===== src/pkg/pdp_pkg.sv =====
// Constants and types for the parallel display port
package pdp_pkg;

  localparam int DATA_W     = 16;
  localparam int FIFO_DEPTH = 32;
  localparam int TMR_W      = 12;

  // Times in ns and the clock period
  localparam int CLK_NS    = 4;
  localparam int T_WL_NS   = 50;
  localparam int T_WH_NS   = 50;
  localparam int T_DS_NS   = 25;
  localparam int T_RL_NS   = 150;
  localparam int T_RH_NS   = 150;
  localparam int T_INIT_NS = 10000;

  // Least time rounded up to whole cycles, never below one
  function automatic int ceil_cycles(input int ns);
    int c;
    c = (ns + CLK_NS - 1) / CLK_NS;
    return (c < 1) ? 1 : c;
  endfunction : ceil_cycles

  localparam int WR_LOW_CYC  = ceil_cycles((T_WL_NS > T_DS_NS) ? T_WL_NS : T_DS_NS);
  localparam int WR_HIGH_CYC = ceil_cycles(T_WH_NS);
  localparam int RD_LOW_CYC  = ceil_cycles(T_RL_NS);
  localparam int RD_HIGH_CYC = ceil_cycles(T_RH_NS);
  localparam int INIT_CYC    = ceil_cycles(T_INIT_NS);

  localparam logic [TMR_W-1:0] WR_LOW_LD  = TMR_W'(WR_LOW_CYC - 1);
  localparam logic [TMR_W-1:0] WR_HIGH_LD = TMR_W'(WR_HIGH_CYC - 1);
  localparam logic [TMR_W-1:0] RD_LOW_LD  = TMR_W'(RD_LOW_CYC - 1);
  localparam logic [TMR_W-1:0] RD_HIGH_LD = TMR_W'(RD_HIGH_CYC - 1);
  localparam logic [TMR_W-1:0] INIT_LD    = TMR_W'(INIT_CYC - 1);

  // Select line levels
  localparam logic SEL_INDEX = 1'h0;
  localparam logic SEL_DATA  = 1'h1;

  typedef struct packed {
    logic              is_read;
    logic              sel;
    logic [DATA_W-1:0] data;
  } pdp_cmd_t;

  typedef enum logic [2:0] {
    ST_IDLE    = 3'h0,
    ST_WR_LOW  = 3'h1,
    ST_WR_HIGH = 3'h2,
    ST_RD_LOW  = 3'h3,
    ST_RD_HIGH = 3'h4,
    ST_INIT    = 3'h5
  } pdp_state_t;

endpackage : pdp_pkg


===== src/hw/pdp_port.sv =====
// Parallel display port engine with its command FIFO
`timescale 1ns/1ns

module pdp_fifo #(
  parameter int W     = 18,
  parameter int DEPTH = 32
) (
  // Clock and reset
  input  wire logic         clk,
  input  wire logic         reset_n,
  // Fill side
  input  wire logic         in_valid,
  output logic              in_ready,
  input  wire logic [W-1:0] in_data,
  // Drain side
  output logic              out_valid,
  input  wire logic         out_ready,
  output logic [W-1:0]      out_data
);
  localparam int AW = $clog2(DEPTH);

  logic [W-1:0]  mem [DEPTH];
  logic [AW-1:0] wr_ptr_q;
  logic [AW-1:0] rd_ptr_q;
  logic [AW:0]   count_q;
  logic [AW:0]   count_d;
  logic          push;
  logic          pop;
  logic          rdy_q;

  assign push      = in_valid && rdy_q;
  assign pop       = out_valid && out_ready;
  assign out_valid = (count_q != '0);
  assign out_data  = mem[rd_ptr_q];
  assign in_ready  = rdy_q;

  always_comb
  begin
    count_d = count_q;
    if (push && !pop)
      count_d = count_q + 1'b1;
    else if (pop && !push)
      count_d = count_q - 1'b1;
  end

  always_ff @(posedge clk)
  begin
    if (push)
      mem[wr_ptr_q] <= in_data;
  end

  always_ff @(posedge clk)
  begin
    if (!reset_n)
    begin
      wr_ptr_q <= '0;
      rd_ptr_q <= '0;
      count_q  <= '0;
      rdy_q    <= 1'b0;
    end
    else
    begin
      if (push)
        wr_ptr_q <= (wr_ptr_q == AW'(DEPTH - 1)) ? '0 : wr_ptr_q + 1'b1;
      if (pop)
        rd_ptr_q <= (rd_ptr_q == AW'(DEPTH - 1)) ? '0 : rd_ptr_q + 1'b1;
      count_q <= count_d;
      rdy_q   <= (count_d != (AW+1)'(DEPTH));
    end
  end

endmodule : pdp_fifo

module pdp_port
  import pdp_pkg::*;
(
  // Clock and reset
  input  wire logic              clk,
  input  wire logic              reset_n,
  // Command stream
  input  wire logic              cmd_valid,
  output logic                   cmd_ready,
  input  wire pdp_cmd_t          cmd,
  // Read results
  output logic                   rsp_valid,
  output logic [DATA_W-1:0]      rsp_data,
  // Panel control requests
  input  wire logic              init_req,
  input  wire logic              boost_on,
  // Panel pins
  output logic                   panel_cs_n,
  output logic                   index_or_data_select,
  output logic                   panel_wr_n,
  output logic                   panel_rd_n,
  output logic [DATA_W-1:0]      panel_data_out,
  output logic                   panel_data_oe,
  input  wire logic [DATA_W-1:0] panel_data_in,
  output logic                   panel_init_pulse_n,
  output logic                   boost_supply_enable
);

  pdp_state_t        state_q;
  pdp_state_t        state_d;
  logic [TMR_W-1:0]  tmr_q;
  logic [TMR_W-1:0]  tmr_d;
  pdp_cmd_t          fifo_data;
  logic              fifo_valid;
  logic              fifo_ready;
  logic              init_pend_q;
  logic [DATA_W-1:0] din_meta_q;
  logic [DATA_W-1:0] din_sync_q;
  logic              tmr_done;

  pdp_fifo #(
    .W     ($bits(pdp_cmd_t)),
    .DEPTH (FIFO_DEPTH)
  ) u_fifo (
    .clk       (clk),
    .reset_n   (reset_n),
    .in_valid  (cmd_valid),
    .in_ready  (cmd_ready),
    .in_data   (cmd),
    .out_valid (fifo_valid),
    .out_ready (fifo_ready),
    .out_data  (fifo_data)
  );

  assign tmr_done   = (tmr_q == '0);
  assign fifo_ready = (state_q == ST_IDLE) && !init_pend_q;

  always_comb
  begin
    state_d = state_q;
    tmr_d   = tmr_done ? tmr_q : tmr_q - 1'b1;
    case (state_q)
      ST_IDLE:
      begin
        if (init_pend_q)
        begin
          state_d = ST_INIT;
          tmr_d   = INIT_LD;
        end
        else if (fifo_valid)
        begin
          state_d = fifo_data.is_read ? ST_RD_LOW : ST_WR_LOW;
          tmr_d   = fifo_data.is_read ? RD_LOW_LD : WR_LOW_LD;
        end
      end
      ST_WR_LOW,
      ST_RD_LOW:
      begin
        if (tmr_done)
        begin
          state_d = (state_q == ST_WR_LOW) ? ST_WR_HIGH : ST_RD_HIGH;
          tmr_d   = (state_q == ST_WR_LOW) ? WR_HIGH_LD : RD_HIGH_LD;
        end
      end
      ST_WR_HIGH,
      ST_RD_HIGH,
      ST_INIT:
      begin
        if (tmr_done)
          state_d = ST_IDLE;
      end
      default:
        state_d = ST_IDLE;
    endcase
  end

  always_ff @(posedge clk)
  begin
    if (!reset_n)
    begin
      state_q <= ST_IDLE;
      tmr_q   <= '0;
    end
    else
    begin
      state_q <= state_d;
      tmr_q   <= tmr_d;
    end
  end

  // Init request latch, a new request beats the clear
  always_ff @(posedge clk)
  begin
    if (!reset_n)
      init_pend_q <= 1'b0;
    else if (init_req)
      init_pend_q <= 1'b1;
    else if (state_q == ST_IDLE)
      init_pend_q <= 1'b0;
  end

  // Pin outputs registered: strobes from the next state, select and data from the FIFO head, boost from boost_on
  always_ff @(posedge clk)
  begin
    if (!reset_n)
    begin
      panel_cs_n           <= 1'b1;
      index_or_data_select <= SEL_DATA;
      panel_wr_n           <= 1'b1;
      panel_rd_n           <= 1'b1;
      panel_data_out       <= '0;
      panel_data_oe        <= 1'b0;
      panel_init_pulse_n   <= 1'b1;
      boost_supply_enable  <= 1'b0;
    end
    else
    begin
      panel_cs_n         <= !(state_d inside {ST_WR_LOW, ST_WR_HIGH, ST_RD_LOW,
                                              ST_RD_HIGH});
      panel_wr_n         <= (state_d != ST_WR_LOW);
      panel_rd_n         <= (state_d != ST_RD_LOW);
      panel_data_oe      <= (state_d inside {ST_WR_LOW, ST_WR_HIGH});
      panel_init_pulse_n <= (state_d != ST_INIT);
      boost_supply_enable <= boost_on;
      if (fifo_valid && fifo_ready)
      begin
        index_or_data_select <= fifo_data.sel;
        panel_data_out       <= fifo_data.data;
      end
    end
  end

  // Read data synchroniser and capture at the end of the strobe
  always_ff @(posedge clk)
  begin
    if (!reset_n)
    begin
      din_meta_q <= '0;
      din_sync_q <= '0;
      rsp_valid  <= 1'b0;
      rsp_data   <= '0;
    end
    else
    begin
      din_meta_q <= panel_data_in;
      din_sync_q <= din_meta_q;
      rsp_valid  <= (state_q == ST_RD_LOW) && tmr_done;
      if ((state_q == ST_RD_LOW) && tmr_done)
        rsp_data <= din_sync_q;
    end
  end

  // Helper counters for pulse widths
  logic [TMR_W-1:0] wr_low_cnt_q;
  logic [TMR_W-1:0] rd_low_cnt_q;
  logic [TMR_W-1:0] init_cnt_q;

  always_ff @(posedge clk)
  begin
    if (!reset_n)
    begin
      wr_low_cnt_q <= '0;
      rd_low_cnt_q <= '0;
      init_cnt_q   <= '0;
    end
    else
    begin
      wr_low_cnt_q <= panel_wr_n ? '0 : wr_low_cnt_q + 1'b1;
      rd_low_cnt_q <= panel_rd_n ? '0 : rd_low_cnt_q + 1'b1;
      init_cnt_q   <= panel_init_pulse_n ? '0 : init_cnt_q + 1'b1;
    end
  end
endmodule : pdp_port


===== config.mk =====
export PLATFORM = sky130hd
export DESIGN_NAME = pdp_port
export DESIGN_NICKNAME = d
export VERILOG_FILES = /design/src/pkg/pdp_pkg.sv /design/src/hw/pdp_port.sv
export SDC_FILE = /design/constraint.sdc
export NUM_CORES = 1
export LEC_CHECK = 0
export BUFFER_PORTS_ARGS = -buffer_cell sky130_fd_sc_hd__buf_2
export CAP_MARGIN = 25
export CORE_AREA = 2 2 152 303
export CTS_CLUSTER_DIAMETER = 60
export DETAILED_ROUTE_END_ITERATION = 8
export DIE_AREA = 0 0 154 305
export PLACE_DENSITY = 0.76
export SYNTH_ARGS = -nofsm -noshare
export SYNTH_HDL_FRONTEND = slang
export SYNTH_HIERARCHICAL = 1
export SYNTH_SLANG_ARGS = --single-unit
export TNS_END_PERCENT = 30

===== constraint.sdc =====
create_clock -name clk -period 5.25 [get_ports clk]
set_clock_uncertainty 0.05 [all_clocks]
set_input_delay 0.2625 -clock clk [delete_from_list [all_inputs] [get_ports clk]]
set_output_delay 0.2625 -clock clk [all_outputs]
set_load 0.05 [all_outputs]

After elaboration in Yosys (flattened, before gate mapping)
Memory sizes are Yosys's and may differ from the RTL's. A register that Yosys moved wholly into a read port is not among the register bits.
Cells that the tools add are included.

storage, ports and cells
  output and inout bits = 41
  memory bits (writable) = 576
  bits in registers = 105
  memories kept = 1

cells by class
  $add $sub $neg = 5
  reductions and logical operators = 18
  mux-type cells = 24
  equal/unequal tests = 15

memories
  name        depth  width  rd ports  clocked after memory_dff  write ports  RTL line        text
  u_fifo.mem  32     18     1         1                         1            pdp_port.sv:22  logic [W-1:0] mem [DEPTH];

operators by type and width
  kind                   count
  $mux 12                4
  $mux 6                 4
  $pmux 12 s2            1
  $mux 5                 4
  $mux 3                 5
  $eq 3x2->1 const B     4
  $logic_not 12->1       1
  $sub 12x1->12 const B  1
  $add 5x1->5 const B    2
  $eq 5x5->1 const B     2
  $eq 3x3->1 const B     3
  $pmux 3 s3             1
  $add 6x1->6 const B    1
  $eq 3x1->1 const B     2
  $logic_and 1x1->1      6
  $ne 6x6->1 const B     1
  $reduce_bool 6->1      1
  $sub 6x1->6 const B    1
  $logic_not 1->1        4
  $mux 1                 4
  $reduce_bool 2->1      2
  $reduce_bool 4->1      1
  $logic_not 3->1        1
  $ne 3x1->1 const B     1
  5 further kinds        5

Depth between registers and ports, before layout
Gate-level depths: netlist of run 1.

  depth in word-level cells = 7
  mapped depth = 11
  gate-level depth less buffers = 9

Modules after synthesis
The synthesis of run 1 kept the hierarchy.

modules (own cells, without submodules)
  module    area an instance (µm²)  times used  cells each
  pdp_fifo  23,074.6                1           987
  pdp_port  3,413.3                 1           368

Least setup slack after synthesis of run 1
OpenSTA, ideal clock, no wires.

  kind = register -> register
  from = register with a tool-made name
  to = register tmr_q[3]
  setup time = 0.058 ns
  cell stages (with the launch flop) = 12
  path slack = 2.205 ns
  period minus slack after synthesis = 3.045 ns
  arrival time = 2.936 ns
  path through = dfxtp_1 -> clkbuf_1 -> clkbuf_1 -> buf_1 -> mux4_2 -> mux4_2 -> mux2_2 -> a21oi_1 -> o31a_1 -> o21ai_0 -> a21oi_1 -> o221a_2

RTL lines
  item                  RTL line         text
  to (signal assigned)  pdp_port.sv:180  tmr_q <= tmr_d;
  to (decl)             pdp_port.sv:104  logic [TMR_W-1:0] tmr_q;

==> impl_results.md, run 1 <==
- Outcome: finished clean
- Nets: 1504
- Slew Limit Headroom: 30.3%
- Switching pwr: 0.00366 W
- Post-Syn Instances: 1355
- Syn. warnings: 6
- Detailed-route DRC error count: 0
- Leak Pwr: 9.32 nW
- Final Cell Area: 29600 µm²
- Core area: 44700 µm²
- # H-tree levels: 2
- Clock slew at reported path FFs: 0.07 ns
- Number of CTS-inserted buffers: 56
- Fin crit period: 3.33 ns
- Full die area: 47000 µm²
- Routed Antenna Nets: 0
- Post-synth top flop: edfxtp_1
- Port Buffer Count: 79
- Worst Path Required: 5.67 ns
- Chip Height: 305 µm
- Seq/Total Area, Yosys: 73.6%
- Initial DRC count: 1482
- Setup CP Type: flop to flop
- Total gr overflow: 0
- Synth cell count leaders: edfxtp_1, mux4_2, dfxtp_1, nand2_1, nor2_1
- Max Fanout on Critical Path: 88
- Final Wtd Congestion: 0.843
- Fill count: 2743
- Initial Util: 59.2%
- Largest cells by area after synthesis: edfxtp_1, mux4_2, dfxtp_1
- Sw Share: 27.8%
- Hold Worst Slack: 0.0871 ns
- Antenna violations before repair: 4
- Global-route wire length before repair: 88400 µm
- Hold crit path type: input port to flop
- Synth cell types: 72
- First drt pass iteration count: 5
- Hold Fails Final Rpt: 0
- Vias: 13500
- Layout cells sized above 1: 28.7%
- Worst setup margin: 1.92 ns
- Worst ir drop on vdd: 0.373 mV
- Pre-CTS setup slack: 1.88 ns
- Synthesized net count: 1406
- Io pins: 80
- Internal Power: 0.00951 W
- Setup bufs post-CTS: 0
- FF+latch area: 19500 µm²
- Crit end category: flop
- Worst slew pin tran: 1.04 ns
- Seq cells post-synth: 686
- Clock Latency Late Sink: 0.60 ns
- Final worst path period share: 63.4%
- Count leader, synth: edfxtp_1
- Area Overhead vs Synth: 11.9%
- Setup Total Neg Slack: 0 ns
- Largest net degree at the start of global routing: 117
- Synth top area share: 65.3%
- Setup violations, final: 0
- Cell row count: 110
- Combinational power share: 20.4%
- Crit path DAT: 3.75 ns
- Clock Path Buffers: 3
- Clock network power share: 31.4%
- Sinks on Clock Net: 686
- Vias in the first global route: 13800
- Final Slew Violations: 0
- Fmax achieved: 0.301 GHz
- EDFF count, synth: 576
- Area of the multi-input gates: 6850 µm²
- Clock root buffer: clkbuf_16
- Synth async-reset ratio: 0%
- Mean post-synth cell area: 19.5 µm²
- Synth area leader: edfxtp_1
- Hpwl dp: 32500 µm
- Final wirelength: 60100 µm
- RSZ-0062 raised after global routing: no
- Vias per cell: 6.54
- Mapped cell area: 26500 µm²
- Max-cap violation count: 0
- Die width: 154 µm
- CTS tree: done
- N_diodes: 0
- Element type at the critical path start: flop
- Total track usage: 26.1%
- Routed len/inst: 29.2 µm
- Post-DP Area: 27600 µm²
- Power share of the sequential group: 48.2%
- Power per cell area: 445 nW/µm²
[cells by family after synthesis]
group | Yosys count | synth area share (%)
fa+ha+maj | 12 | 0.567
flops | 686 | 73.6
mux | 202 | 16.2
buf+inv | 80 | 1.42
compound gates | 100 | 2.76
simple gates | 265 | 5.09
xor+xnor | 10 | 0.331
[flip-flops by register name, summed over array words and instances (netlist names), named ones only]
name,count
boost_supply_enable,1
u_fifo/mem,576
panel_init_pulse_n,1
panel_wr_n,1
rsp_data,16
u_fifo/rd_ptr_q,5
panel_cs_n,1
din_meta_q,16
u_fifo/count_q,6
u_fifo/in_ready,1
rsp_valid,1
panel_rd_n,1
din_sync_q,16
init_pend_q,1
index_or_data_select,1
tmr_q,12
u_fifo/wr_ptr_q,5
state_q,3
panel_data_oe,1
panel_data_out,16
[area by class of cell]
cell class | instances | area share (%)
Tap cell | 560 | 2.36
Sequential cell | 686 | 65.8
Inverter | 12 | 0.152
Timing Repair Buffer | 108 | 2.31
Clock inverter | 26 | 0.752
Clock buffer | 79 | 5.44
Multi-Input combinational cell | 589 | 23.1
[per-stage QoR]
step | total power [W] | instances | util [%]
detailed placement | 0.00911 | 1936 | 61.7
CTS | 0.0132 | 2059 | 66.2
global route | 0.0136 | 2060 | 66.2
global placement | 0.00901 | 1936 | 61.7
floorplan | 0.00840 | 1355 | -
finish | 0.0132 | 2060 | 66.2
[power by group through the flow]
stage | registers, W | logic [W] | clock network (W)
2_1_floorplan | 0.00656 | 0.00184 | 0
3_3_place_gp | 0.00645 | 0.00257 | 0
3_5_place_dp | 0.00646 | 0.00265 | 0
4_1_cts | 0.00635 | 0.00268 | 0.00419
5_1_grt | 0.00637 | 0.00288 | 0.00439
6_report | 0.00635 | 0.00269 | 0.00413
[worst max-delay path, cell delays in order (launching register included)]
cell and delay [ns]:
dfxtp_4 0.85, buf_12 0.54, mux4_2 0.61, mux4_2 0.49, mux2_2 0.29, nand2_1 0.07
a21boi_0 0.08
[per-layer routing]
layer / global-route usage (%) / vias up / wire [µm]
met1: 33.3 / 7019 / 21800
met3: 4.72 / 129 / 4630
met4: 9.35 / 4 / 2010
li1: - / 5655 / -
met2: 45.1 / 674 / 31600
met5: 0 / - / 15
[path summary, 6_finish.rpt]
check | start | to | slack [ns] | depth (start not counted)
hold reg to reg | din_meta_q[11] | din_sync_q[11] | 0.38 | 1
setup / recovery | flop | panel_data_out[1] | 1.92 | 6
hold / removal | cmd[4] | u_fifo/mem[12][4] | 0.09 | 1
setup reg to reg | flop | panel_data_out[1] | 1.92 | 6
[cells in the final DEF, fill, tap and decap left out, drive strengths merged, types with 9 or more instances in the layout]
cell type,instances
edfxtp,576
mux4,180
dfxtp,110
nand2,98
buf,90
clkbuf,79
nor2,60
and2,41
a21boi,33
dlygate4sd3,18
mux2,18
inv,18
a21oi,16
clkinv,16
ha,12
o21ai,12
nand3,11
nor3,9
[repair_timing]
item	4_1_cts	5_1_grt
hold endpoints to repair	18	0
hold buffers	18	0
gates resized for setup	0	0
(Power assumes the default switching activity.)
==> inputs of run 2 (changes only) <==
--- a/config.mk
+++ b/config.mk
@@ -7,11 +7,11 @@
 export LEC_CHECK = 0
 export BUFFER_PORTS_ARGS = -buffer_cell sky130_fd_sc_hd__buf_2
 export CAP_MARGIN = 25
-export CORE_AREA = 2 2 152 303
+export CORE_AREA = 2 2 157 313
 export CTS_CLUSTER_DIAMETER = 60
 export DETAILED_ROUTE_END_ITERATION = 8
-export DIE_AREA = 0 0 154 305
-export PLACE_DENSITY = 0.76
+export DIE_AREA = 0 0 159 315
+export PLACE_DENSITY = 0.75
 export SYNTH_ARGS = -nofsm -noshare
 export SYNTH_HDL_FRONTEND = slang
 export SYNTH_HIERARCHICAL = 1
==> constraint.sdc (replaced) <==
create_clock -name clk -period 2.8 [get_ports clk]
set_clock_uncertainty 0.05 [all_clocks]
set_input_delay 0.14 -clock clk [delete_from_list [all_inputs] [get_ports clk]]
set_output_delay 0.14 -clock clk [all_outputs]
set_load 0.05 [all_outputs]
==> run 2 against run 1 <==
Against the previous run: count of clock-buffer cells in the layout fell by 9; worst hold slack lost 0.074 ns; flip-flop and latch count did not move; fmax rose by 21%; sequential share of layout area shrank 1.3 points; combinational power rose by 100%; clock power up 85%; critical path type unchanged.
==> impl_results.md, run 2 (synthesis gave the netlist of run 1 again) <==
- Max-cap violation count: 0 (unchanged)
- First drt pass iteration count: 5 (unchanged)
- Max FFs per register: 576 (unchanged)
- Cell row count: 114 (was 110)
- Slew Limit Headroom: 55.5% (was 30.3%)
- Antenna violations before repair: 1 (was 4)
- Global-route wire length before repair: 88900 µm (was 88400 µm)
- Detailed-route DRC error count: 0 (unchanged)
- Hold Path Stages: 1 (unchanged)
- Fill count: 3213 (was 2743)
- Area Overhead vs Synth: 14.2% (was 11.9%)
- Leak Pwr: 9.70 nW (was 9.32 nW)
- Final worst path period share: 98.1% (was 63.4%)
- Total track usage: 24.1% (was 26.1%)
- Chip Height: 315 µm (was 305 µm)
- Fin crit period: 2.75 ns (was 3.33 ns)
- Clock Path Buffers: 3 (unchanged)
- Nets: 1583 (was 1504)
- Post-DP Area: 28100 µm² (was 27600 µm²)
- Hold Worst Slack: 0.0134 ns (was 0.0871 ns)
- Number of CTS-inserted buffers: 56 (unchanged)
- Util after Layout: 63.1% (was 66.2%)
- Worst Path Required: 3.29 ns (was 5.67 ns)
- RSZ-0062 raised after global routing: yes (was no)
- Clock Latency Late Sink: 0.60 ns (about the same)
- Most common cell after layout, fill and taps aside: edfxtp_1 (unchanged)
- Hold wc startpoint: cmd[4] (unchanged)
- Initial Util: 55.3% (was 59.2%)
- Final Slew Violations: 0 (unchanged)
- Routed len/inst: 26.9 µm (was 29.2 µm)
- Hold crit path type: input port to flop (unchanged)
- Final Cell Area: 30200 µm² (was 29600 µm²)
- Outcome: finished clean (unchanged)
- CTS tree: done (unchanged)
- Total gr overflow: 0 (unchanged)
- Crit end category: flop (unchanged)
- Worst ir drop on vdd: 0.679 mV (was 0.373 mV)
- Setup CP Type: flop to flop (unchanged)
- Clock root buffer: clkbuf_16 (unchanged)
- Most flop-heavy register: u_fifo/mem (unchanged)
- Core area: 47900 µm² (was 44700 µm²)
- Clock slew at reported path FFs: 0.07 ns (about the same)
- Layout cells sized above 1: 31.7% (was 28.7%)
- Die width: 159 µm (was 154 µm)
- Sinks on Clock Net: 686 (unchanged)
- Crit path DAT: 3.23 ns (was 3.75 ns)
- Worst setup margin: 0.0539 ns (was 1.92 ns)
- Vias per cell: 6.10 (was 6.54)
- Pre-CTS setup slack: 0.00785 ns (was 1.88 ns)
- Final Wtd Congestion: 0.823 (was 0.843)
- Register-to-register setup slack: 0.05 ns (was 1.92 ns)
- Commonest cells after routing, fill and taps aside: edfxtp_1, mux4_2, dfxtp_1 (unchanged)
- Vias: 13500 (about the same)
- Hold Fails Final Rpt: 0 (unchanged)
- N_diodes: 0 (unchanged)
- Full die area: 50100 µm² (was 47000 µm²)
- Worst slew pin tran: 0.658 ns (was 1.04 ns)
- R2R depth: 9 (was 6)
- Max Fanout on Critical Path: 5 (was 88)
- Hold Path End: u_fifo/mem[24][4] (was u_fifo/mem[12][4])
- Setup violations, final: 0 (unchanged)
- Power per cell area: 821 nW/µm² (was 445 nW/µm²)
- # H-tree levels: 2 (unchanged)
- Initial DRC count: 1447 (was 1482)
- Vias in the first global route: 14000 (was 13800)
- Port Buffer Count: 79 (unchanged)
- Fmax achieved: 0.364 GHz (was 0.301 GHz)
- Io pins: 80 (unchanged)
- Hpwl dp: 35200 µm (was 32500 µm)
- Final wirelength: 59600 µm (was 60100 µm)
- Largest net degree at the start of global routing: 63 (was 117)
- Worst r2r dst: tmr_q[3] (was panel_data_out[1])
- Routed Antenna Nets: 0 (unchanged)
- Element type at the critical path start: flop (unchanged)
## run 2: cell types whose count changed in the layout (fill, tap and decap cells not counted), sizes merged
cell,previous run,this run
buf,90,157
dlygate4sd3,18,30
clkbuf,79,70
clkinv,16,24
clkinvlp,1,4
inv,18,15
bufinv,3,2
## run 2: area by class of cell
cell class              count  area (µm²)  area share [%]
multi-input cells         589        6710            22.2
inverters                  12        45.0           0.149
repair buffers            187        1380            4.55
well taps                 638         798            2.64
flip-flops and latches    686       19500            64.5
clock buffers              70        1560            5.16
clock inverters            33         235           0.778
## run 2: where the power goes
group          internal (W)  switching [W]
clock network       0.00415        0.00349
logic               0.00230        0.00311
registers            0.0114       0.000367
total                0.0179        0.00696
## run 2: worst max-delay path, stage by stage, from the launching register on
cell,delay [ns]
dfxtp_4,0.37
buf_4,0.17
mux4_2,0.52
mux4_2,0.46
mux2_4,0.33
a21oi_2,0.17
o31a_1,0.14
o21ai_0,0.08
a21oi_1,0.19
o221a_2,0.21
## run 2: what timing repair did
action,in CTS,in global routing
pin swaps,0,1
hold buffers,30,0
endpoints found under the setup margin,2,8
buffers inserted,5,0
gates resized for setup,0,6
hold endpoints to repair,311,0
## run 2: per-stage QoR
stage	total power, W	instances	setup TNS [ns]
2_1_floorplan	0.0158	1355	0
3_3_place_gp	0.0170	2076	0
3_5_place_dp	0.0172	2077	0
4_1_cts	0.0249	2215	0
5_1_grt	0.0257	2215	-0.0930
6_report	0.0248	2215	0
## run 2: metal layers
metal  global-route usage, %  up-vias  routed length [µm]
met5                       0        -                  16
met4                    9.36        2                2180
met3                    3.66      119                3930
met2                    42.1      642               31500
met1                    30.6     6954               22000
li1                        -     5794                   -
## run 2: worst max-delay path by stage
stage                     from                end  slack, ns
after floorplan           flop           tmr_q[3]      0.006
after CTS                 flop           tmr_q[3]      0.007
final                     flop           tmr_q[3]       0.05
after global placement    flop           tmr_q[3]       0.02
after detailed placement  flop      panel_data_oe      0.008
after global routing      flop  panel_data_out[4]      -0.05
